<file path="src/hw/spd_defines.svh">
// constants of the serial process data port: device map, command codes,
// configuration bit positions, host register map
// assumes: included by bare name from the device, host and bench files
`ifndef SPD_DEFINES_SVH
`define SPD_DEFINES_SVH

// ----------------------------------------------------------------------
// device register map
// ----------------------------------------------------------------------
`define SPD_REG_PORT_TYPE 16'h0140
`define SPD_REG_SERIAL_CFG 16'h0150
`define SPD_REG_EVENT_LOW 16'h0220
`define SPD_REG_EVENT_MID 16'h0221
`define SPD_REG_EVENT_HIGH 16'h0222
`define SPD_PORT_TYPE_SERIAL 8'h05

// ----------------------------------------------------------------------
// serial configuration bits (device cfg, host cfg low byte)
// ----------------------------------------------------------------------
`define SPD_CFG_CPHA 0
`define SPD_CFG_CPOL 1
`define SPD_CFG_LATE 2
`define SPD_CFG_SEL_HIGH 3
`define SPD_CFG_IRQ_HIGH 4

// ----------------------------------------------------------------------
// command codes and framing
// ----------------------------------------------------------------------
`define SPD_CMD_NOP 3'h0
`define SPD_CMD_READ 3'h2
`define SPD_CMD_READ_WS 3'h3
`define SPD_CMD_WRITE 3'h4
`define SPD_CMD_EXT 3'h6
`define SPD_WAIT_BYTE 8'hff
`define SPD_LAST_BIT 3'h7
`define SPD_ADDR2_TOP 3'h0

// ----------------------------------------------------------------------
// host register map (apb byte offsets)
// ----------------------------------------------------------------------
`define SPD_HOST_CFG 8'h00
`define SPD_HOST_SEL 8'h04
`define SPD_HOST_TX 8'h08
`define SPD_HOST_RX 8'h0c
`define SPD_HOST_DIV_LSB 8
`define SPD_HOST_DIV_DEFAULT 8'h08
`define SPD_HOST_LAST_HALF 5'h0f

`endif

</file>
<file path="src/hw/spd_pkg.sv">
// types of the serial process data port: phases and state records
// assumes: nothing beyond the language
package spd_pkg;

    typedef enum logic [2:0] {
        PH_ADDR0, PH_ADDR1, PH_EXT, PH_WAIT,
        PH_READ, PH_DONE, PH_WRITE, PH_IGNORE
    } spd_phase_t;

    typedef enum logic {HM_IDLE, HM_SHIFT} spd_host_mode_t;

    typedef struct packed {
        logic [2:0] selSync;
        logic [2:0] clkSync;
        logic [1:0] dinSync;
        logic selected;
        logic seenEdge;
        logic [2:0] bitCnt;
        logic [7:0] shiftIn;
        logic [7:0] shiftOut;
        logic loadPending;
        logic dinLow;
        spd_phase_t phase;
        logic [15:0] addr;
        logic [7:0] dataBuf;
        logic fetchBusy;
        logic firstFetch;
        logic sawData;
        logic errAcc;
        logic statusOk;
        logic miso;
        logic irq;
        logic cfgLoaded;
        logic [15:0] memAddr;
        logic [7:0] memWdata;
        logic memWrite;
        logic memRead;
        logic accessError;
    } spd_dev_state_t;

    typedef struct packed {
        logic [1:0] misoSync;
        logic [1:0] irqSync;
        logic [1:0] loadSync;
        logic [15:0] cfg;
        logic selAssert;
        logic sclk;
        spd_host_mode_t mode;
        logic [7:0] divCnt;
        logic [4:0] half;
        logic firstShift;
        logic [7:0] txShift;
        logic [7:0] rx;
        logic [31:0] prdata;
        logic pslverr;
    } spd_host_state_t;

endpackage : spd_pkg

</file>
<file path="src/hw/spd_if.sv">
// link between serial host and device: five pins plus config-loaded
// assumes: bench joins both ends through this interface
`timescale 1ns/1ns
interface spd_if;
    logic sel;
    logic sclk;
    logic mosi;
    logic miso;
    logic irq;
    logic cfgLoaded;

    modport device (input sel, input sclk, input mosi,
                    output miso, output irq, output cfgLoaded);
    modport host (output sel, output sclk, output mosi,
                  input miso, input irq, input cfgLoaded);
endinterface : spd_if

</file>
<file path="src/hw/spd_device.sv">
// serial slave end of the process data port: byte access to the 16-bit
// internal space, event bytes shifted out during the address phase
// assumes: pins asynchronous to clk; memory answers memRead by memRvalid
//
// Functional notes
// - active only when port type selects serial
// - mode and polarities from serial configuration
// - address phase of two or three bytes
// - any data byte count, address increments
// - master frames access with select
// - master gives eight clocks per byte
// - one bit each way per clock
// - edges chosen by clock phase and polarity
// - msb first, low byte first
// - two-byte mode forces top bits zero
// - three-byte mode gives full sixteen bits
// - two-byte layout: address, command, data
// - three-byte layout with extension and command
// - decode nop, read, read-wait, write, extension
// - extra extension bytes lengthen address phase
// - event request bytes out during address
// - five link signals
// - config-loaded high once port active
// - master waits or sends one wait byte
// - all-ones byte ends read, else prefetch
// - four access error cases flagged
// - status level before first clock edge
`timescale 1ns/1ns
`include "spd_defines.svh"
module spd_device (
    input wire logic clk,
    input wire logic srst,
    input wire logic ce,
    spd_if.device link,
    input wire logic [7:0] portType,
    input wire logic [7:0] serialCfg,
    input wire logic cfgMemLoaded,
    input wire logic [23:0] eventRequest,
    input wire logic [23:0] eventMask,
    output logic [15:0] memAddr,
    output logic [7:0] memWdata,
    output logic memWrite,
    output logic memRead,
    input wire logic [7:0] memRdata,
    input wire logic memRvalid,
    output logic accessError
);

    spd_pkg::spd_dev_state_t st;
    spd_pkg::spd_dev_state_t n;

    // ------------------------------------------------------------------
    // helpers
    // ------------------------------------------------------------------
    function automatic logic [7:0] outByte(input spd_pkg::spd_phase_t ph,
                                           input logic [23:0] ev,
                                           input logic [7:0] buf8);
        unique case (ph)
            spd_pkg::PH_ADDR0: outByte = ev[7:0];
            spd_pkg::PH_ADDR1: outByte = ev[15:8];
            spd_pkg::PH_EXT: outByte = ev[23:16];
            spd_pkg::PH_READ: outByte = buf8;
            default: outByte = `SPD_WAIT_BYTE;
        endcase
    endfunction : outByte

    logic active;
    logic selNow;
    logic rise;
    logic fall;
    logic sampleE;
    logic shiftE;
    logic din;
    logic statusAvail;
    logic [7:0] byteIn;
    logic [7:0] bufNow;
    logic cmdHit;
    logic [2:0] cmd;
    logic [15:0] newAddr;
    logic err;

    // ------------------------------------------------------------------
    // next state
    // ------------------------------------------------------------------
    always_comb begin
        n = st;
        byteIn = {st.shiftIn[6:0], st.dinSync[1]};
        cmdHit = 1'b0;
        cmd = `SPD_CMD_NOP;
        newAddr = st.addr;
        err = 1'b0;
        n.memWrite = 1'b0;
        n.memRead = 1'b0;
        n.accessError = 1'b0;
        n.selSync = {st.selSync[1:0], link.sel};
        n.clkSync = {st.clkSync[1:0], link.sclk};
        n.dinSync = {st.dinSync[0], link.mosi};
        active = (portType == `SPD_PORT_TYPE_SERIAL) && cfgMemLoaded;
        selNow = active && (st.selSync[1] == serialCfg[`SPD_CFG_SEL_HIGH]);
        rise = st.clkSync[1] & ~st.clkSync[2];
        fall = ~st.clkSync[1] & st.clkSync[2];
        if (serialCfg[`SPD_CFG_CPHA] ^ serialCfg[`SPD_CFG_CPOL]) begin
            sampleE = fall;
            shiftE = rise;
        end else begin
            sampleE = rise;
            shiftE = fall;
        end
        din = st.dinSync[1];
        statusAvail = serialCfg[`SPD_CFG_CPHA] | serialCfg[`SPD_CFG_LATE];
        bufNow = memRvalid ? memRdata : st.dataBuf;
        if (memRvalid) begin
            n.dataBuf = memRdata;
            n.fetchBusy = 1'b0;
            n.firstFetch = 1'b0;
            // first byte ready after the wait
            if (st.firstFetch && st.phase == spd_pkg::PH_READ &&
                    !st.loadPending) begin
                n.shiftOut = memRdata;
            end
        end
        if (!st.selected && selNow) begin
            n.selected = 1'b1;
            n.seenEdge = 1'b0;
            n.bitCnt = '0;
            n.phase = spd_pkg::PH_ADDR0;
            n.loadPending = serialCfg[`SPD_CFG_CPHA];
            n.shiftOut = outByte(spd_pkg::PH_ADDR0, eventRequest, bufNow);
            n.errAcc = 1'b0;
            n.sawData = 1'b0;
            n.dinLow = 1'b0;
        end else if (st.selected && !selNow) begin
            n.selected = 1'b0;
            if (st.seenEdge) begin
                err = st.errAcc || (st.bitCnt != '0) ||
                      (st.phase == spd_pkg::PH_READ && st.sawData);
                n.statusOk = !err;
                n.accessError = err;
            end
        end else if (st.selected) begin
            if (sampleE || shiftE) begin
                n.seenEdge = 1'b1;
                if (st.firstFetch && st.fetchBusy) begin
                    n.errAcc = 1'b1;
                end
            end
            if (shiftE) begin
                if (st.loadPending) begin
                    n.shiftOut = outByte(st.phase, eventRequest, bufNow);
                    n.loadPending = 1'b0;
                end else begin
                    n.shiftOut = {st.shiftOut[6:0], 1'b1};
                end
            end
            if (sampleE) begin
                n.shiftIn = byteIn;
                n.bitCnt = st.bitCnt + 3'h1;
                if (!din) begin
                    n.dinLow = 1'b1;
                end
                if (!din && !st.dinLow && st.phase == spd_pkg::PH_READ &&
                        st.bitCnt != `SPD_LAST_BIT && !st.fetchBusy) begin
                    n.memRead = 1'b1;
                    n.memAddr = st.addr;
                    n.addr = st.addr + 16'h0001;
                    n.fetchBusy = 1'b1;
                end
                if (st.bitCnt == `SPD_LAST_BIT) begin
                    n.loadPending = 1'b1;
                    n.dinLow = 1'b0;
                    unique case (st.phase)
                        spd_pkg::PH_ADDR0: begin
                            n.addr[12:5] = byteIn;
                            n.phase = spd_pkg::PH_ADDR1;
                        end
                        spd_pkg::PH_ADDR1: begin
                            newAddr = {`SPD_ADDR2_TOP, st.addr[12:5],
                                       byteIn[7:3]};
                            cmd = byteIn[2:0];
                            cmdHit = 1'b1;
                        end
                        spd_pkg::PH_EXT: begin
                            newAddr = {byteIn[7:5], st.addr[12:0]};
                            cmd = byteIn[4:2];
                            cmdHit = 1'b1;
                        end
                        spd_pkg::PH_WAIT: n.phase = spd_pkg::PH_READ;
                        spd_pkg::PH_READ: begin
                            n.sawData = 1'b1;
                            if (!st.dinLow && din) begin
                                n.phase = spd_pkg::PH_DONE;
                            end
                        end
                        spd_pkg::PH_DONE: n.errAcc = 1'b1;
                        spd_pkg::PH_WRITE: begin
                            n.memWrite = 1'b1;
                            n.memAddr = st.addr;
                            n.memWdata = byteIn;
                            n.addr = st.addr + 16'h0001;
                        end
                        spd_pkg::PH_IGNORE: n.phase = spd_pkg::PH_IGNORE;
                    endcase
                end
            end
        end
        if (cmdHit) begin
            n.addr = newAddr;
            unique case (cmd)
                `SPD_CMD_EXT: n.phase = spd_pkg::PH_EXT;
                `SPD_CMD_READ, `SPD_CMD_READ_WS: begin
                    n.memRead = 1'b1;
                    n.memAddr = newAddr;
                    n.addr = newAddr + 16'h0001;
                    n.fetchBusy = 1'b1;
                    n.firstFetch = 1'b1;
                    n.phase = (cmd == `SPD_CMD_READ_WS) ?
                              spd_pkg::PH_WAIT : spd_pkg::PH_READ;
                end
                `SPD_CMD_WRITE: n.phase = spd_pkg::PH_WRITE;
                default: n.phase = spd_pkg::PH_IGNORE;
            endcase
        end
        n.miso = (n.selected && !n.seenEdge && statusAvail) ?
                 n.statusOk : n.shiftOut[7];
        n.irq = (active && |(eventRequest & eventMask)) ~^
                serialCfg[`SPD_CFG_IRQ_HIGH];
        n.cfgLoaded = active;
    end

    // ------------------------------------------------------------------
    // state register
    // ------------------------------------------------------------------
    always_ff @(posedge clk) begin
        if (srst) begin
            st <= '0;
            st.selSync <= '1;
            st.statusOk <= 1'b1;
            st.miso <= 1'b1;
            st.irq <= 1'b1;
        end else if (ce) begin
            st <= n;
        end
    end

    // ------------------------------------------------------------------
    // outputs
    // ------------------------------------------------------------------
    // three link signals driven by the device
    assign link.miso = st.miso;
    assign link.irq = st.irq;
    assign link.cfgLoaded = st.cfgLoaded;
    assign memAddr = st.memAddr;
    assign memWdata = st.memWdata;
    assign memWrite = st.memWrite;
    assign memRead = st.memRead;
    assign accessError = st.accessError;

endmodule : spd_device

</file>
<file path="src/flat_wrapper.sv">
// flat-port wrapper written by rule: the top's interface ports become plain ports
module spd_device_flat 
  (clk, srst, ce, portType, serialCfg, cfgMemLoaded, eventRequest, eventMask, memAddr, memWdata, memWrite, memRead, memRdata, memRvalid, accessError, link_sel, link_sclk, link_mosi, link_miso, link_irq, link_cfgLoaded);
  spd_if link_i ();
  input wire logic clk;
  input wire logic srst;
  input wire logic ce;
  input wire logic [7:0] portType;
  input wire logic [7:0] serialCfg;
  input wire logic cfgMemLoaded;
  input wire logic [23:0] eventRequest;
  input wire logic [23:0] eventMask;
  output logic [15:0] memAddr;
  output logic [7:0] memWdata;
  output logic memWrite;
  output logic memRead;
  input wire logic [7:0] memRdata;
  input wire logic memRvalid;
  output logic accessError;
  input wire logic [$bits(link_i.sel)-1:0] link_sel;
  input wire logic [$bits(link_i.sclk)-1:0] link_sclk;
  input wire logic [$bits(link_i.mosi)-1:0] link_mosi;
  output wire logic [$bits(link_i.miso)-1:0] link_miso;
  output wire logic [$bits(link_i.irq)-1:0] link_irq;
  output wire logic [$bits(link_i.cfgLoaded)-1:0] link_cfgLoaded;
  assign link_i.sel = link_sel;
  assign link_i.sclk = link_sclk;
  assign link_i.mosi = link_mosi;
  assign link_miso = link_i.miso;
  assign link_irq = link_i.irq;
  assign link_cfgLoaded = link_i.cfgLoaded;
  spd_device u_core (.clk(clk), .srst(srst), .ce(ce), .link(link_i), .portType(portType), .serialCfg(serialCfg), .cfgMemLoaded(cfgMemLoaded), .eventRequest(eventRequest), .eventMask(eventMask), .memAddr(memAddr), .memWdata(memWdata), .memWrite(memWrite), .memRead(memRead), .memRdata(memRdata), .memRvalid(memRvalid), .accessError(accessError));
endmodule
</file>
<file path="config.mk">
export PLATFORM = sky130hd
export DESIGN_NAME = spd_device_flat
export DESIGN_NICKNAME = d
export VERILOG_FILES = /design/src/hw/spd_pkg.sv /design/src/hw/spd_if.sv /design/src/hw/spd_device.sv /design/src/flat_wrapper.sv
export VERILOG_INCLUDE_DIRS = /design/src /design/src/hw
export SDC_FILE = /design/constraint.sdc
export NUM_CORES = 1
export LEC_CHECK = 0
export BUFFER_PORTS_ARGS = -buffer_cell sky130_fd_sc_hd__buf_4
export CORE_UTILIZATION = 30
export CTS_CLUSTER_DIAMETER = 50
export DETAILED_ROUTE_END_ITERATION = 10
export PLACE_DENSITY = 0.61
export SLEW_MARGIN = 20
export SYNTH_ARGS = -nofsm -noshare
export SYNTH_HDL_FRONTEND = slang
export SYNTH_SLANG_ARGS = --single-unit
</file>
<file path="constraint.sdc">
create_clock -name clk -period 4.3 [get_ports clk]
set_clock_uncertainty 0.05 [all_clocks]
set_input_delay 0.86 -clock clk [delete_from_list [all_inputs] [get_ports clk]]
set_output_delay 0.86 -clock clk [all_outputs]
set_load 0.005 [all_outputs]
</file>
[Word level (Yosys, flattened, before mapping)]
Index checks and enable logic that the tools add are counted.
Cells by class
  $add $sub $neg: 3
  equal/unequal tests: 21
  mux-type cells: 82
  bitwise gates (word level): 10
  reductions and logical operators: 51
Operators by type and width (number)
  $mux 16: 11
  $mux 41: 2
  $mux 26: 3
  $mux 25: 2
  $mux 21: 2
  $add 16x1->16 const B: 2
  $mux 8: 4
  $pmux 16 s2: 1
  $pmux 8 s4: 1
  $mux 1: 29
  $mux 27: 1
  $and 24x24->24: 1
  $mux 3: 8
  $reduce_or 24->1: 1
  $eq 3x3->1 const B: 7
  $mux 19: 1
  $logic_and 1x1->1: 16
  $mux 2: 8
  $pmux 8 s2: 1
  $reduce_and 5->1: 3
  $reduce_and 7->1: 2
  $mux 13: 1
  $eq 3x2->1 const B: 4
  $pmux 3 s4: 1
  29 further kinds: 55
Word-level totals
  register bits: 92
  bits of input ports: 80
  output and inout bits: 30
  logic and storage cells: 193

[Depth between registers and ports, before layout]
Gate-level depths: netlist of run 1.
  depth in word-level cells: 16
  depth in mapped cells: 18
  gate-level depth less buffers: 16

[Worst setup path after synthesis of run 1]
OpenSTA, ideal clock, no wires.
  path kind: in2reg
  start: input port portType[0]
  end: register u_core.st[55] (netlist name)
  library setup time: 0.092 ns
  arrival time: 3.983 ns
  required time: 4.158 ns
  setup slack: 0.175 ns
  stages on the path: 17
  buffers on the path: 2
  cell sequence: nor3b_1 and4b_1 nand2_1 inv_1 ha_1 clkbuf_1 nor3b_1 mux2i_1 buf_2 nor4_4 mux2_2 ha_1 nand4_1 mux2i_2 nand3_1 o32a_1 o32ai_1
Between the ends
  word-level cells in the longest chain between the ends: 11
  elaborated cells on any way between the ends: 23
  those cells by class: 1 x add/sub; 5 x eq/ne; 8 x mux; 9 x reduce/logical
Ends and longest elaborated chain
  start, declared: line flat_wrapper.sv:8  | input wire logic [7:0] portType;
  $eq 8x3->1 (no line) *
  $logic_and 1x1->1 *: line spd_device.sv:98  | active = (portType == `SPD_PORT_TYPE_SERIAL) && cfgMemLoaded;
  $logic_and 1x1->1 *: line spd_device.sv:99  | selNow = active && (st.selSync[1] == serialCfg[`SPD_CFG_SEL_HIGH]);
  branches (longest 8 deep; another with $add 16x1->16)
  end signal, assigned: line spd_device.sv:241  | st <= n;
  end, declared: line spd_device.sv:49  | spd_pkg::spd_dev_state_t st;
Every way passes the cells marked *.
A chain may end at the register's enable or synchronous reset.

[Worst setup path after layout of run 1]
  start: input port portType[5]
  end: register u_core.st[55] (netlist name)
The elaborated chain is that of the path after synthesis.

==> impl_metrics.toml, run 1 <==
[die]
start_util_pct = 30.5
core-area_sq_um = 20200
die_w_um = 145
fp.dieH_um = 145
ios = 110
dieArea_sq_um = 21100
row_count = 52

[route]
drc = 0
postRouteAntennaNets = 0
route.vias.total = 6284
first_pass_iters = 5
drt_wl_total_mm = 20.1
drtIter0Drc = 628
wire_per_inst_um = 17.5
viasPerCell = 5.45

[timing]
slew_violations = 0
setup_viol = 0
tightest_slew_ns = 0.690
rsz0062_at_grt = "no"
post-route-period-util_pct = 90.9
hold_viol = 0
min_period_ns = 3.91
fin_tns_setup_ns = 0
max_freq_ghz = 0.256
relSlewSlack_pct = 53.6
layout_setup_ws_ns = 0.389

[critical_path]
cp_slowest_cell = "o32a_1"
cp-end-kind = "flop"
crit_required_ns = 4.52
crit_path_max_incr_delay_ns = 0.35
startpoint = "portType[5]"
startpoint_type = "input port"
cp.arrival_ns = 4.13
timing.rr.start = "u_core.st[84]"
worstPathMaxFanout = 7
path_cells = "buf_4 > nor4b_1 > and4b_1 > nand2_1 > ha_1 > nor2b_1 > nand2_1 > nor4_4 > buf_4 > nand2_1 > nand2_1 > ha_1 > nand4_1 > mux2i_2 > nand3_1 > o32a_1 > o32ai_1"
path_class = "in -> reg"
critPathMostFrequentCell = "nand2_1"

[placed_design]
port_buffers = 106
place.gp.congestion = 0.905
post-dp-hpwl_mm = 14.7
dp_slack_ns = 0.0427

[synth]
synth.distinct_cells = 69
ys_seq_area_share_pct = 29.6
synth_area_leaders = "dfxtp_1, nand2_1, mux2i_1"
synth-edff-count = 0
synth_top_area_share_pct = 29.6
async_reset_ff_share_pct = 0
syn-num-nets = 905
ys_ff_latch = 91
synth_flop_cell = "dfxtp_1"
synthCells = 816
yosys.area.top_type = "dfxtp_1"
yosysWarnings = 0
synth.cell_area_sq_um = 6160
synth.avg_cell_area_sq_um = 7.54

[global_routing]
grt_pass1_wl_mm = 32.1
grt_pass1_vias = 6052
antenna_found_initial = 0
grt_start_max_net_pins = 50
grt_use_total_pct = 19.1
globalRouteOverflowTotal = 0

[power_and_ir_drop]
total_power_w = 0.00188
ir_drop_v = 0.000162
cellLeakagePower_nw = 2.75
p_sw_share_pct = 24.4
power_frac_seq_pct = 45.9
switchingPower_w = 0.000459
p_comb_share_pct = 9.1
p_per_area_nw_per_um2 = 253
power.internal_w = 0.00142
p_clk_share_pct = 45.0

[finish]
final_cell_mix = "buf_4, nand2_1, dfxtp_1"
layout_commonest_cell = "buf_4"
final_nets = 967
regArea_sq_um = 1820
drive_gt1_share_pct = 19.5
multi_input_area_sq_um = 3850
area_growth_pct = 20.7
antenna_cells = 0
n_fill_cell = 2177

[clock_tree]
clk_latency_ns = 0.36
post_cts_buffers = 0
h-tree-depth = 3
cts_resized = 0
path_clk_slew_ns = 0.07
cts_hold_buffers = 0
tritoncts = "built"
cts_made_buffers = 9
cts_root_buf = "clkbuf_16"
clockBufferDepth = 2
cts.sinks = 91

[worst_hold_path]
holdCritStartpoint = "u_core.memAddr[11]"
hold_class = "reg -> reg"

[run_status]
outcome = "complete, no violations"

[run]
drv_cap = 0
[stage by stage]
stage / util (%) / cell area (sq um) / cells / hold WS (ns)
floorplan: - / 6160 / 816 / 0.386
global placement: 35.3 / 7120 / 1137 / 0.392
detailed placement: 35.3 / 7120 / 1137 / 0.397
CTS: 36.8 / 7430 / 1153 / 0.406
global route: 36.8 / 7430 / 1153 / 0.422
finish: 36.8 / 7430 / 1153 / 0.404
[sequential cells by signal, indices dropped and copies added (netlist names)]
register,cells
u_core.memWdata,8
u_core.link.cfgLoaded,1
u_core.memWrite,1
u_core.memAddr,16
u_core.accessError,1
u_core.n,5
u_core.link.irq,1
u_core.byteIn,8
u_core.memRead,1
u_core.st,48
u_core.link.miso,1
[Yosys cell counts (10+ instances only)]
cell type,number
a211oi_1,19
a21oi_1,72
a22oi_1,18
buf_4,25
clkbuf_1,55
dfxtp_1,91
inv_1,14
mux2i_1,44
nand2_1,118
nand2b_1,16
nand3_1,19
nor2_1,76
nor2b_1,11
nor3_1,14
o21ai_0,25
o21ai_1,11
o221ai_1,10
o22ai_1,13
xnor2_1,13
[cells by family after synthesis]
group | synth area share (%)
AO/OA/AOI/OAI | 24.9
XOR/XNOR | 3.25
buffers and inverters | 7.99
multiplexers | 8.29
adder cells (fa/ha/maj) | 1.83
flip-flops | 29.6
AND/OR/NAND/NOR | 24.1
[power by group through the flow]
stage,logic (W),clock network (W),registers (W)
floorplan,0.0000786,0,0.000878
global placement,0.000170,0,0.000882
detailed placement,0.000172,0,0.000882
CTS,0.000172,0.000861,0.000862
global route,0.000187,0.000892,0.000864
finish,0.000171,0.000847,0.000863
[final cells by class]
cell class / count / share of cell area (%)
Timing Repair Buffer: 139 / 14.0
Clock buffer: 11 / 3.40
Sequential cell: 91 / 24.5
Inverter: 16 / 0.808
Clock inverter: 5 / 0.808
Tap cell: 270 / 4.55
Multi-Input combinational cell: 621 / 51.9
[per-layer routing]
layer	up-vias	GRT usage [%]	share of wire, %	routed length (um)
met1	2929	23.7	44	8810
li1	3053	-	-	-
met3	35	4.15	7.0	1420
met2	267	32.7	47	9540
met4	0	6.16	1.8	371
met5	-	0	0	0
[critical path, delay by kind of cell]
kind / cells / cell delay [ns]
muxes: 1 / 0.28
AOI/OAI and AO/OA: 2 / 0.45
and+or+nand+nor: 10 / 1.76
buffers and inverters: 2 / 0.32
adders and majority gates: 2 / 0.44
[worst paths after layout]
check        slack, ns  cells after the start                 end
max               0.39                     17       u_core.st[55]
min reg2reg       0.40                      2  u_core.memAddr[11]
max reg2reg       0.81                     14       u_core.st[55]
min               0.40                      2  u_core.memAddr[11]
No activity file was read; power rests on OpenSTA's default activity.
==> inputs of run 2 (changes only) <==
--- a/config.mk
+++ b/config.mk
@@ -10,7 +10,7 @@
 export CORE_UTILIZATION = 30
 export CTS_CLUSTER_DIAMETER = 50
 export DETAILED_ROUTE_END_ITERATION = 10
-export PLACE_DENSITY = 0.61
+export PLACE_DENSITY = 0.59
 export SLEW_MARGIN = 20
 export SYNTH_ARGS = -nofsm -noshare
 export SYNTH_HDL_FRONTEND = slang
==> constraint.sdc (replaced) <==
create_clock -name clk -period 4.91 [get_ports clk]
set_clock_uncertainty 0.05 [all_clocks]
set_input_delay 0.982 -clock clk [delete_from_list [all_inputs] [get_ports clk]]
set_output_delay 0.982 -clock clk [all_outputs]
set_load 0.005 [all_outputs]
==> impl_metrics.toml, run 2 (synthesis results as in run 1) <==
[die]
die_w_um = 145
start_util_pct = 30.5
fp.dieH_um = 145
row_count = 52
core-area_sq_um = 20200
dieArea_sq_um = 21100
ios = 110

[global_routing]
grt_start_max_net_pins = 84
antenna_found_initial = 0
globalRouteOverflowTotal = 0
grt_pass1_wl_mm = 31.6
grt_use_total_pct = 18.7
grt_pass1_vias = 5830

[timing]
min_period_ns = 4.07
hold_viol = 0
post-route-period-util_pct = 82.8
setup_viol = 0
rsz0062_at_grt = "no"
relSlewSlack_pct = 29.5
tightest_slew_ns = 1.06
max_freq_ghz = 0.246
fin_tns_setup_ns = 0
slew_violations = 0

[finish]
area_growth_pct = 18.6
final_nets = 951
multi_input_area_sq_um = 3850
layout_commonest_cell = "buf_4"
regArea_sq_um = 1820
largest_reg_flops = 48
regMostFlops = "u_core.st"
antenna_cells = 0
final_cell_mix = "buf_4, nand2_1, dfxtp_1"
n_fill_cell = 2177
drive_gt1_share_pct = 17.8

[run]
drv_cap = 0

[route]
viasPerCell = 5.47
postRouteAntennaNets = 0
first_pass_iters = 5
drtIter0Drc = 513
drc = 0
drt_wl_total_mm = 19.5
route.vias.total = 6215
wire_per_inst_um = 17.2

[placed_design]
post-dp-hpwl_mm = 14.1
port_buffers = 106
place.gp.congestion = 0.899

[critical_path]
cp-end-kind = "flop"
startpoint_type = "input port"
path_class = "in -> reg"
crit_required_ns = 5.12
cp.arrival_ns = 4.28
worstPathMaxFanout = 7

[clock_tree]
cts_made_buffers = 9
cts_hold_buffers = 0
post_cts_buffers = 0
tritoncts = "built"
cts_resized = 0
h-tree-depth = 3
clk_latency_ns = 0.36
path_clk_slew_ns = 0.06
cts_root_buf = "clkbuf_16"
clockBufferDepth = 2
cts.sinks = 91

[run_status]
outcome = "complete, no violations"

[power_and_ir_drop]
cellLeakagePower_nw = 2.67
total_power_w = 0.00162
p_per_area_nw_per_um2 = 223
ir_drop_v = 0.000171

[worst_hold_path]
hold_class = "reg -> reg"
[run 2: cell types whose count changed in the layout (fill, tap and decap cells not counted), sizes merged]
cell      change
clkbuf        +1
buf          -16
inv           -1
clkinvlp      -1
[run 2: worst max-delay path, stage by stage]
cell and delay (ns):
buf_4 0.11, nor4b_1 0.27, and4b_1 0.29, nand2_1 0.17
ha_1 0.27, nor2b_1 0.16, nand2_1 0.13, nor4_4 0.32
buf_4 0.22, nand2_1 0.08, nand2_1 0.10, ha_1 0.19
nand4_1 0.12, mux2i_2 0.28, nand3_1 0.14, o32a_1 0.34
o32ai_1 0.10
[run 2: final cells by class]
| cell class | instances | share of cell area [%] |
|---|---|---|
| timing repair buffer | 123 | 12.6 |
| sequential | 91 | 24.9 |
| tap | 270 | 4.63 |
| inverter | 16 | 0.822 |
| multi-input combinational | 621 | 52.8 |
| clock buffer | 12 | 3.51 |
| clock inverter | 3 | 0.651 |
[run 2: final timing paths]
| kind | from | to | slack (ns) | cells after the start |
|---|---|---|---|---|
| setup / recovery | portType[5] | u_core.st[55] | 0.84 | 17 |
| hold / removal | u_core.st[39] | u_core.st[39] | 0.41 | 2 |
| setup reg to reg | u_core.st[84] | u_core.st[55] | 1.53 | 15 |
| hold reg to reg | u_core.st[39] | u_core.st[39] | 0.41 | 2 |
[run 2: through the flow]
stage                     hold slack (ns)  instances  instance area (sq um)  setup WS (ns)  util, %
after floorplan                     0.386        816                   6160          0.663        -
after global placement              0.394       1121                   7000          0.526     34.7
after detailed placement            0.397       1121                   7000          0.484     34.7
after CTS                           0.406       1136                   7300          0.850     36.2
after global routing                0.417       1136                   7300          0.555     36.2
final                               0.405       1136                   7300          0.843     36.2
[run 2: metal layers]
layer	up-vias	share of wire (%)	global-route usage, %
li1	3028	-	-
met1	2903	45	24.5
met2	260	47	31.1
met3	24	6.2	3.71
met4	0	1.6	5.21
met5	-	0	0
[run 2: power by group]
group / switching [W] / internal, W / leakage (nW)
combinational: 0.0000762 / 0.0000723 / 1.78
clock: 0.000299 / 0.000421 / 0.149
sequential: 0.00000782 / 0.000748 / 0.736
